File: config.mk
export PLATFORM = sky130hd
export DESIGN_NAME = tmr_ch34_cmp_brk
export DESIGN_NICKNAME = d
export VERILOG_FILES = /design/src/verilog/tmr_cc_pkg.sv /design/src/verilog/cc_chan_if.sv /design/src/verilog/cc_channel.sv /design/src/verilog/out_stage.sv /design/src/verilog/tmr_ch34_cmp_brk.sv
export SDC_FILE = /design/constraint.sdc
export NUM_CORES = 1
export LEC_CHECK = 0
export ABC_AREA = 1
export BUFFER_PORTS_ARGS = -buffer_cell sky130_fd_sc_hd__buf_2
export CAP_MARGIN = 20
export CELL_PAD_IN_SITES_DETAIL_PLACEMENT = 0
export CELL_PAD_IN_SITES_GLOBAL_PLACEMENT = 1
export CORE_UTILIZATION = 45
export DETAILED_ROUTE_END_ITERATION = 8
export PLACE_DENSITY_LB_ADDON = 0.15
export SYNTH_ARGS = -nofsm -noshare
export SYNTH_HDL_FRONTEND = slang
export SYNTH_SLANG_ARGS = --single-unit
File: constraint.sdc
create_clock -name pclk -period 2.3 [get_ports pclk]
set_input_delay 0.115 -clock pclk [delete_from_list [all_inputs] [get_ports pclk]]
set_output_delay 0.115 -clock pclk [all_outputs]
set_load 0.01 [all_outputs]
File: src/verilog/tmr_cc_pkg.sv
package tmr_cc_pkg;
  // =====================================================
  // register map, byte addresses
  localparam logic [11:0] OFF_CC3  = 12'h03c;
  localparam logic [11:0] OFF_CC4  = 12'h040;
  localparam logic [11:0] OFF_BKDT = 12'h044;
  localparam logic [11:0] OFF_DUP3 = 12'h060;
  localparam logic [11:0] OFF_DUP4 = 12'h064;
  // =====================================================
  // break_deadtime_ctrl fields
  localparam int MOE_BIT  = 15;
  localparam int AOE_BIT  = 14;
  localparam int BKP_BIT  = 13;
  localparam int BREAK_ENABLE_BIT = 12;
  localparam int RUN_OFFSTATE_SELECT_BIT = 11;
  localparam int IDLE_OFFSTATE_SELECT_BIT = 10;
  localparam int DT_LSB   = 0;
  localparam int DT_W     = 8;
  // lock field not built, reads zero
  localparam logic [15:0] BKDT_WMASK = 16'hfcff;
  // =====================================================
  // reset values
  localparam logic [15:0] CC_RST   = 16'h0000;
  localparam logic [15:0] BKDT_RST = 16'h0000;
endpackage

File: src/verilog/cc_chan_if.sv
`timescale 1ns/1ps
interface cc_chan_if;
  logic        wr_en;
  logic [15:0] wdata;
  logic        is_output;
  logic        preload_en;
  logic        update;
  logic        capture;
  logic [15:0] count;
  logic [15:0] value;
  logic        cmp_out;
  modport ctrl (output wr_en, wdata, is_output, preload_en, update,
                capture, count, input value, cmp_out);
  modport chan (input wr_en, wdata, is_output, preload_en, update,
                capture, count, output value, cmp_out);
endinterface

File: src/verilog/cc_channel.sv
`timescale 1ns/1ps
module cc_channel (
  // clock and reset
  input wire logic pclk,
  input wire logic presetn,
  // control side
  cc_chan_if.chan  ch
);

  typedef struct packed {
    logic [15:0] preload;
    logic [15:0] active;
    logic        cmp;
  } chan_st_t;
  chan_st_t st_ff;
  chan_st_t nxt_st;

  // =====================================================
  // preload, transfer, capture and compare
  always_comb begin
    nxt_st = st_ff;
    if (ch.is_output) begin
      if (ch.update) nxt_st.active = st_ff.preload; // [RL3]
      if (ch.wr_en) begin
        nxt_st.preload = ch.wdata;
        if (!ch.preload_en) nxt_st.active = ch.wdata; // [RL2]
      end
    end else if (ch.capture) begin
      nxt_st.preload = ch.count; // [RL4] [RL5]
      nxt_st.active  = ch.count;
    end
    // reference high while count below compare value
    nxt_st.cmp = ch.is_output && (ch.count < st_ff.active); // [RL1]
  end

  always_ff @(posedge pclk or negedge presetn) begin
    if (!presetn) st_ff <= '{preload: tmr_cc_pkg::CC_RST,
                             active: tmr_cc_pkg::CC_RST, cmp: 1'b0};
    else st_ff <= nxt_st;
  end

  assign ch.value   = st_ff.preload;
  assign ch.cmp_out = st_ff.cmp;
endmodule

File: src/verilog/out_stage.sv
`timescale 1ns/1ps
module out_stage #(
  parameter bit HAS_COMPL = 1'b1
) (
  // steering
  input  wire logic       moe,
  input  wire logic       run_offstate_select,
  input  wire logic       idle_offstate_select,
  input  wire logic [1:0] is_output,
  input  wire logic [1:0] ref_lvl,
  // per channel enables and idle levels
  input  wire logic [1:0] ccen,
  input  wire logic [1:0] ccnen,
  input  wire logic [1:0] idle,
  input  wire logic [1:0] idle_n,
  // pins
  output logic      [1:0] out,
  output logic      [1:0] out_en,
  output logic      [1:0] outn,
  output logic      [1:0] outn_en
);
  // =====================================================
  // output state table, no dead-time insertion
  always_comb begin
    out = 2'h0; out_en = 2'h0; outn = 2'h0; outn_en = 2'h0;
    for (int i = 0; i < 2; i++) begin
      if (!is_output[i]) begin
        out_en[i] = 1'b0;
      end else if (moe) begin
        // off-state while running needs run_offstate_select and a sibling enable
        if (ccen[i]) begin
          out[i] = ref_lvl[i]; out_en[i] = 1'b1; // [RL10]
        end else if (run_offstate_select && ccnen[i]) begin
          out_en[i] = 1'b1; // [RL15]
        end
        if (HAS_COMPL && ccnen[i]) begin
          outn[i] = ~ref_lvl[i]; outn_en[i] = 1'b1; // [RL10]
        end else if (HAS_COMPL && run_offstate_select && ccen[i]) begin
          outn_en[i] = 1'b1; // [RL15]
        end
      end else if (idle_offstate_select && (ccen[i] || ccnen[i])) begin
        out[i] = idle[i]; out_en[i] = 1'b1; // [RL17]
        outn[i] = HAS_COMPL & idle_n[i];
        outn_en[i] = HAS_COMPL;
      end
    end
  end
endmodule

File: src/verilog/tmr_ch34_cmp_brk.sv
`timescale 1ns/1ps
// Operation
// RL1 - An output channel compares its 16-bit value with the count.
// RL2 - Without preload a compare write reaches the active value at once.
// RL3 - With preload a written value moves to active on update only.
// RL4 - Channel 3 in input mode holds the count at its last capture.
// RL5 - Channel 4 in input mode holds the count at its last capture.
// RL6 - Compare and duplicate registers are read-only in input mode.
// RL7 - Registers sit at 0x3C, 0x40, 0x44 and reset to zero.
// RL8 - Software sets every lockable break field in its first write.
// RL9 - The main output enable drops at once when break is active.
// RL10 - Main output enable off idles outputs, on passes enabled ones.
// RL11 - Auto enable lets update set main output enable without break.
// RL12 - Break polarity picks low or high as the active break level.
// RL13 - Break enable gates the break pin and clock failure events.
// RL14 - Break polarity and enable take effect one cycle after write.
// RL15 - Run off-state select drives inactive outputs when running.
// RL16 - Without complementary outputs the run select is not built.
// RL17 - Idle off-state select drives idle levels when not running.
module tmr_ch34_cmp_brk #(
  parameter bit HAS_COMPL = 1'b1
) (
  // clock and reset
  input  wire logic        pclk,
  input  wire logic        presetn,
  // apb slave
  input  wire logic        psel,
  input  wire logic        penable,
  input  wire logic        pwrite,
  input  wire logic [11:0] paddr,
  input  wire logic [31:0] pwdata,
  output logic      [31:0] prdata,
  output logic             pready,
  output logic             pslverr,
  // timer core
  input  wire logic [15:0] timer_count,
  input  wire logic        update_event,
  input  wire logic        capture_event_ch3,
  input  wire logic        capture_event_ch4,
  input  wire logic        ch3_is_output,
  input  wire logic        ch4_is_output,
  input  wire logic        preload_en_ch3,
  input  wire logic        preload_en_ch4,
  // channel enables and idle levels, index 0 is ch3
  input  wire logic [1:0]  channel_out_enable,
  input  wire logic [1:0]  channel_compl_out_enable,
  input  wire logic [1:0]  idle_level,
  input  wire logic [1:0]  idle_compl_level,
  // break sources
  input  wire logic        break_pin,
  input  wire logic        clock_security_failure,
  // outputs
  output logic             compare_out_ch3,
  output logic             compare_out_ch4,
  output logic             main_output_enable,
  output logic [1:0]       channel_output,
  output logic [1:0]       channel_output_en,
  output logic [1:0]       channel_compl_output,
  output logic [1:0]       channel_compl_output_en
);

  typedef struct packed {
    logic [15:0] bkdt;
    logic        bkp_eff;
    logic        break_enable_eff;
    logic [15:0] dup3;
    logic [15:0] dup4;
    logic [31:0] rdata;
    logic        err;
  } top_st_t;

  top_st_t st_ff;
  top_st_t nxt_st;

  cc_chan_if ch3_if ();
  cc_chan_if ch4_if ();

  logic        setup;
  logic        wr_acc;
  logic        brk_active;
  logic        wr_bkdt;
  logic [15:0] wmask;

  // zero-extends a 16-bit register onto the bus
  function automatic logic [31:0] word_of(input logic [15:0] v);
    return {16'h0000, v};
  endfunction

  // ensures a decoded offset is one of ours
  function automatic logic mapped(input logic [11:0] a);
    return a == tmr_cc_pkg::OFF_CC3 || a == tmr_cc_pkg::OFF_CC4 ||
           a == tmr_cc_pkg::OFF_BKDT || a == tmr_cc_pkg::OFF_DUP3 ||
           a == tmr_cc_pkg::OFF_DUP4;
  endfunction

  // =====================================================
  // bus phases; zero wait states
  assign setup   = psel && !penable;
  assign pready  = psel && penable;
  assign wr_acc  = psel && penable && pwrite;
  assign wr_bkdt = wr_acc && paddr == tmr_cc_pkg::OFF_BKDT; // [RL7]
  assign prdata  = st_ff.rdata;
  assign pslverr = pready && st_ff.err;

  // run_offstate_select does not exist without complementary outputs
  assign wmask = HAS_COMPL ? tmr_cc_pkg::BKDT_WMASK
               : (tmr_cc_pkg::BKDT_WMASK &
                  ~(16'h0001 << tmr_cc_pkg::RUN_OFFSTATE_SELECT_BIT)); // [RL16]

  // =====================================================
  // break detect, uses the delayed polarity and enable
  // combinational so outputs fall with no clock edge
  assign brk_active = st_ff.break_enable_eff &&
                      ((break_pin == st_ff.bkp_eff) ||
                       clock_security_failure); // [RL12] [RL13]

  // =====================================================
  // channel hookups, writes blocked in input mode
  assign ch3_if.wr_en      = wr_acc && paddr == tmr_cc_pkg::OFF_CC3 &&
                             ch3_is_output; // [RL6]
  assign ch3_if.wdata      = pwdata[15:0];
  assign ch3_if.is_output  = ch3_is_output;
  assign ch3_if.preload_en = preload_en_ch3;
  assign ch3_if.update     = update_event;
  assign ch3_if.capture    = capture_event_ch3;
  assign ch3_if.count      = timer_count;
  assign ch4_if.wr_en      = wr_acc && paddr == tmr_cc_pkg::OFF_CC4 &&
                             ch4_is_output; // [RL6]
  assign ch4_if.wdata      = pwdata[15:0];
  assign ch4_if.is_output  = ch4_is_output;
  assign ch4_if.preload_en = preload_en_ch4;
  assign ch4_if.update     = update_event;
  assign ch4_if.capture    = capture_event_ch4;
  assign ch4_if.count      = timer_count;

  cc_channel u_ch3 (
    .pclk    (pclk),
    .presetn (presetn),
    .ch      (ch3_if.chan)
  );

  cc_channel u_ch4 (
    .pclk    (pclk),
    .presetn (presetn),
    .ch      (ch4_if.chan)
  );

  assign compare_out_ch3 = ch3_if.cmp_out;
  assign compare_out_ch4 = ch4_if.cmp_out;

  // =====================================================
  // next state: registers, main enable, read data
  always_comb begin
    nxt_st = st_ff;
    // polarity and enable follow the stored bits a cycle late
    nxt_st.bkp_eff  = st_ff.bkdt[tmr_cc_pkg::BKP_BIT]; // [RL14]
    nxt_st.break_enable_eff = st_ff.bkdt[tmr_cc_pkg::BREAK_ENABLE_BIT]; // [RL14]
    if (wr_bkdt) nxt_st.bkdt = pwdata[15:0] & wmask;
    if (wr_acc && paddr == tmr_cc_pkg::OFF_DUP3 && ch3_is_output)
      nxt_st.dup3 = pwdata[15:0]; // [RL6]
    if (wr_acc && paddr == tmr_cc_pkg::OFF_DUP4 && ch4_is_output)
      nxt_st.dup4 = pwdata[15:0]; // [RL6]
    // hardware set beats a software clear in the same cycle
    if (st_ff.bkdt[tmr_cc_pkg::AOE_BIT] && update_event && !brk_active)
      nxt_st.bkdt[tmr_cc_pkg::MOE_BIT] = 1'b1; // [RL11]
    // break wins over everything
    if (brk_active) nxt_st.bkdt[tmr_cc_pkg::MOE_BIT] = 1'b0; // [RL9]
    // read data sampled in setup, held through the access cycle
    if (setup) begin
      nxt_st.err = !mapped(paddr);
      case (paddr)
        tmr_cc_pkg::OFF_CC3:  nxt_st.rdata = word_of(ch3_if.value);
        tmr_cc_pkg::OFF_CC4:  nxt_st.rdata = word_of(ch4_if.value);
        tmr_cc_pkg::OFF_BKDT: nxt_st.rdata = word_of(st_ff.bkdt);
        tmr_cc_pkg::OFF_DUP3: nxt_st.rdata = word_of(st_ff.dup3);
        tmr_cc_pkg::OFF_DUP4: nxt_st.rdata = word_of(st_ff.dup4);
        default:              nxt_st.rdata = 32'h0000_0000;
      endcase
    end
  end

  always_ff @(posedge pclk or negedge presetn) begin
    if (!presetn) begin
      st_ff <= '{bkdt: tmr_cc_pkg::BKDT_RST, bkp_eff: 1'b0,
                 break_enable_eff: 1'b0, dup3: tmr_cc_pkg::CC_RST,
                 dup4: tmr_cc_pkg::CC_RST, rdata: 32'h0000_0000,
                 err: 1'b0}; // [RL7]
    end else begin
      st_ff <= nxt_st;
    end
  end

  // =====================================================
  // main enable seen by the pins, gated with no clock
  assign main_output_enable = st_ff.bkdt[tmr_cc_pkg::MOE_BIT] &&
                              !brk_active; // [RL9]

  out_stage #(
    .HAS_COMPL (HAS_COMPL)
  ) u_out (
    .moe       (main_output_enable),
    .run_offstate_select      (st_ff.bkdt[tmr_cc_pkg::RUN_OFFSTATE_SELECT_BIT]),
    .idle_offstate_select      (st_ff.bkdt[tmr_cc_pkg::IDLE_OFFSTATE_SELECT_BIT]),
    .is_output ({ch4_is_output, ch3_is_output}),
    .ref_lvl   ({ch4_if.cmp_out, ch3_if.cmp_out}),
    .ccen      (channel_out_enable),
    .ccnen     (channel_compl_out_enable),
    .idle      (idle_level),
    .idle_n    (idle_compl_level),
    .out       (channel_output),
    .out_en    (channel_output_en),
    .outn      (channel_compl_output),
    .outn_en   (channel_compl_output_en)
  );
endmodule

== Yosys cells after proc, flatten, opt, wreduce, memory -nomap -nowiden ==
Index checks and enable logic that the tools add are counted.
Operators by class
  order comparisons: 2
  eq/ne operators: 8
  muxes and demuxes: 48
  bitwise operators: 2
  reduce and logical (&&, ||, !) cells: 40
Operators by type and width (number)
  $mux 32: 6
  $mux 16: 5
  $pmux 16 s5: 1
  $eq 12x7->1 const B: 4
  $mux 1: 36
  $lt 16x16->1: 2
  $logic_and 1x1->1: 25
  $eq 12x6->1 const B: 1
  $logic_or 1x1->1: 7
  $ne 2x1->1 const B: 2
  $reduce_and 2->1: 2
  $reduce_bool 2->1: 2
  $logic_not 1->1: 3
  $reduce_bool 3->1: 1
  $not 1->1: 2
  $eq 1x1->1: 1
Storage, ports and cells
  register bits after elaboration: 147
  input port bits: 82
  output and inout bits: 45

== Longest topological paths before layout ==
  depth after elaboration: 7
  gate-level depth with buffers: 10
  depth with buffers taken out: 10

== Hierarchy ==
A second synthesis with hierarchy kept.
Second synthesis, totals
  cells, all modules: 1134
  area, all modules: 8757.1 um^2
By module, submodules not included
  cc_channel: instances 2, cells each 296, area each 2284.7 um^2
  tmr_ch34_cmp_brk: instances 1, cells each 502, area each 4005.1 um^2
  out_stage: instances 1, cells each 40, area each 182.7 um^2

== Worst setup path before layout ==
Ideal clock, no wire load.
  path type: register -> output
  start: register st_ff[66] (netlist name)
  end: output channel_compl_output[0]
  arrival time: 1.264 ns
  data required time: 2.185 ns
  setup slack: 0.921 ns
  stages on the path, launching flop included: 8
  path buffers: 0
  cell sequence: dfrtp_1 a21oi_1 o21ai_0 nand2_1 nand2_1 inv_2 nor2_1 nor3_1
On the way
  word-level cells in the longest chain between the ends: 7
Ends and longest elaborated chain
  start: declaration: line tmr_ch34_cmp_brk.sv:72  | top_st_t st_ff;
  start signal: assignment: line tmr_ch34_cmp_brk.sv:184  | st_ff <= '{bkdt: tmr_cc_pkg::BKDT_RST, bkp_eff: 1'b0,
  start signal: assignment: line tmr_ch34_cmp_brk.sv:189  | st_ff <= nxt_st;
  $eq 1x1->1: line tmr_ch34_cmp_brk.sv:114  | ((break_pin == st_ff.bkp_eff) ||
  $logic_or 1x1->1: line tmr_ch34_cmp_brk.sv:114
  $logic_and 1x1->1: line tmr_ch34_cmp_brk.sv:113  | assign brk_active = st_ff.break_enable_eff &&
  $logic_not 1->1: line tmr_ch34_cmp_brk.sv:196  | !brk_active;
  $logic_and 1x1->1: line tmr_ch34_cmp_brk.sv:195  | assign main_output_enable = st_ff.bkdt[tmr_cc_pkg::MOE_BIT] &&
  net main_output_enable: line tmr_ch34_cmp_brk.sv:55  | output logic main_output_enable,
  $mux 1: line out_stage.sv:29  | end else if (moe) begin
  $mux 1: line out_stage.sv:27  | if (!is_output[i]) begin
  end: declaration: line tmr_ch34_cmp_brk.sv:58  | output logic [1:0] channel_compl_output,
The timed path passes the listed nets, and every way through them passes these cells.

== Worst setup path after layout ==
  start: register st_ff[66] (netlist name)
  end: output channel_compl_output[0]
On the way
  word-level cells in the longest chain between the ends: 7
Ends and longest elaborated chain (line)
  $eq 1x1->1: tmr_ch34_cmp_brk.sv:114
  $logic_or 1x1->1: tmr_ch34_cmp_brk.sv:114
  $logic_and 1x1->1: tmr_ch34_cmp_brk.sv:113
  $logic_not 1->1: tmr_ch34_cmp_brk.sv:196
  $logic_and 1x1->1: tmr_ch34_cmp_brk.sv:195
  $mux 1: out_stage.sv:29
  $mux 1: out_stage.sv:27
No other way between the ends.

==> metrics.md <==
| Metric | Value |
|---|---|
| Run status | finished clean |
| Area grow syn2layout | 13.5% |
| Die Width | 140 µm |
| CP peak stage delay | 0.37 ns |
| Port Buf Inserts | 94 |
| Worst Hold Class | in2reg |
| VDD IR max | 566 µV |
| Crit. End Element | primary output |
| Initial drt markers | 751 |
| Mapped Avg Cell Area | 7.32 µm² |
| Max-Slew Margin vs Limit | 64.7% |
| Pin count of the biggest net entering global routing | 51 |
| Dominant synthesized flop cell | dfrtp_1 |
| Reg2reg end | u_ch4.ch.cmp_out |
| Worst slew pin tran | 0.530 ns |
| Die H | 140 µm |
| Clock share of power | 43.2% |
| Synth async-reset ratio | 100% |
| Postcts setup bufs | 0 |
| Worst reg2reg setup slack | 0.68 ns |
| Final period utilization | 87.9% |
| Starting Density | 46.7% |
| Core Area | 0.0183 mm² |
| Global-route wire length before repair | 42,700 µm |
| Area contributors post-synth | dfrtp_1 (38%), nand2_1 (11%), inv_1 (5.9%) |
| CP endpoint | channel_compl_output[0] |
| Maximum clock insertion buffer count | 2 |
| Post-Syn Instances | 1,165 |
| Max Clk Rate | 494 MHz |
| R2R cell count | 7 |
| Die area | 0.0195 mm² |
| Top cell type's share of synthesized area | 38.5% |
| Top layer reached by signal wires | met4 |
| Clk_lat worst skew | 0.44 ns |
| Final core occ | 52.9% |
| Hpwl dp | 18,800 µm |
| Max_cap viols | 0 |
| CP top delay family | simple AND/OR/NAND/NOR gates |
| Required @ worst endpoint | 2.18 ns |
| Gpl congestion | 0.828 |
| Worst setup path start | st_ff[66] |
| Vias | 8,133 |
| Net count, final | 1,345 |
| R2r startpoint | u_ch4.st_ff[6] |
| Post-route setup TNS | 0 ns |
| Sequential Power Share | 39.9% |
| Most common cell after layout, fill and taps aside | nand2_1 |
| Metal-1 WL | 12,700 µm |
| Post-synth EDFFs | 0 |
| Final Hold Vio Count | 0 |
| CP cell instances | a21oi_1 -> o21ai_0 -> nand2_1 -> nand2_1 -> inv_2 -> nor2_1 -> nor3_1 -> buf_2 |
| Combinational share of power | 16.8% |
| Synthesized flop and latch total | 131 |
| Vias per cell | 5.51 |
| Setup violations, final | 0 |
| Vias in the first global route | 7,593 |
| Met3 WL | 1730 µm |
| Synth unique cells | 35 |
| Tot Pwr | 6.49 mW |
| Remaining Overflow, GRT | 0 |
| CP bufs+invs | 2 |
| Net Sw Frac | 30.9% |
| Wire length per cell | 18.2 µm |
| Total CTS buffers | 17 |
| Mapped Area | 0.00852 mm² |
| Final antenna-violating net count | 0 |
| Stages on worst setup path | 8 |
| Leakage power | 4.99 nW |
| CTS tree | built |
| Power Density | 671 mW/mm² |
| Most used cell, CP | nand2_1 |
| Internal power | 4.49 mW |
| Most frequent cells in the layout | nand2_1 (248), inv_1 (135), dfrtp_1 (131), nor2_1 (113), nand3_1 (100) |
| Clock skew | 0.00913 ns |
| Syn. warnings | 0 |
| Critical path class | reg2out |
| Crit path max fanout | 10 |
| N_diodes | 0 |
| DRT Pass-1 Iters | 5 |
| DRC | 0 |
| All-Layer GR Usage | 28.7% |
| H-tree levels | 4 |
| Clock sinks | 131 |
| Initial antenna violation count | 0 |
| RSZ-0062 raised after global routing | no |
| Metal2 WL | 11,900 µm |
| Slowest CP cell | dfrtp_1 |
| Startpoint Class | flip-flop |
| Post-synth top area cell | dfrtp_1 |
| WL final | 26,800 µm |
| Ports | 127 |
| Share of cells above drive strength 1 | 16.1% |
| Net switching power | 2.00 mW |
| Clk slew on worst S/H paths | 0.07 ns |
| Crit path DAT | 1.91 ns |
| Minimum clock period | 2.02 ns |
| Sequential fraction of the synthesis area | 38.5% |
| Max Slew Vio Count | 0 |
| Root Buffer Master | clkbuf_16 |
| # rows | 49 |
synthesized netlist by cell type (18+ instances only):
library cell,count
buf_4,35
nand3_1,100
ha_1,30
o221ai_1,18
dfrtp_1,131
buf_2,21
nand2_1,248
o21ai_1,32
inv_1,135
a21oi_1,67
clkbuf_1,32
o21ai_0,97
nand4_1,36
nor2_1,114
through the flow:
| stage | instances | hold WS (ns) | area [µm²] | worst slack (ns) |
|---|---|---|---|---|
| after detailed placement | 1442 | 0.0819 | 9070 | 0.488 |
| after global placement | 1442 | 0.0814 | 9070 | 0.501 |
| after global routing | 1475 | 0.0525 | 9670 | 0.0975 |
| final | 1475 | 0.0266 | 9670 | 0.278 |
| after floorplan | 1180 | -0.181 | 8580 | 0.921 |
| after CTS | 1475 | 0.0246 | 9670 | 0.277 |
layout make-up:
class	instances	area, µm²
Clock buffer	18	429
Multi-Input combinational cell	814	4220
Tap cell	229	287
Fill cell	1841	8600
Sequential cell	131	3280
Inverter	140	527
Clock inverter	14	166
Timing Repair Buffer	129	767
metal layers:
metal / vias up / GRT usage, %
li1: 3957 / -
met1: 3827 / 41.8
met2: 307 / 43.9
met3: 42 / 5.09
met4: 0 / 7.40
met5: - / 0
logic make-up (layout without fill, tap and decap cells):
group / count (synthesis) / count (layout) / synth area share [%]
AOI/OAI and AO/OA: 242 / 242 / 16.5
adders and majority gates: 30 / 30 / 4.40
buffers and inverters: 235 / 301 / 12.7
DFF: 131 / 131 / 38.5
other: 1 / 16 / 0.0440
and+or+nand+nor: 526 / 526 / 27.8
power by group through the flow:
| stage | registers (mW) | clock network [mW] | logic, mW |
|---|---|---|---|
| final | 2.59 | 2.81 | 1.09 |
| after global routing | 2.61 | 2.93 | 1.25 |
| after CTS | 2.59 | 2.83 | 1.09 |
| after detailed placement | 2.63 | 0 | 1.08 |
| after global placement | 2.63 | 0 | 1.07 |
| after floorplan | 2.60 | 0 | 0.735 |
flip-flops by register name (all words and copies together) (netlist names):
register and cells:
st_ff 47, u_ch4.ch.cmp_out 1, prdata 16, nxt_st 2, u_ch3.ch.value 16, u_ch4.st_ff 16
u_ch3.st_ff 16, u_ch3.ch.cmp_out 1, u_ch4.ch.value 16
tightest hold or removal path, stage by stage:
cell	delay, ns
buf_2	0.15
nand3_1	0.08
o221ai_1	0.07
worst min path at each step:
stage	start	end	slack [ns]	cells after the start
floorplan	presetn	nxt_st[65]	-0.18	0
global placement	presetn	prdata[1]	0.08	1
detailed placement	presetn	prdata[1]	0.08	1
CTS	timer_count[7]	u_ch4.ch.value[7]	0.02	3
global route	timer_count[2]	u_ch4.ch.value[2]	0.05	3
finish	timer_count[7]	u_ch4.ch.value[7]	0.03	3
repair_timing:
action	CTS	global route
resized for setup	0	0
hold endpoints to repair	37	0
hold buffers	1	0
No activity file was read; power rests on OpenSTA's default activity.
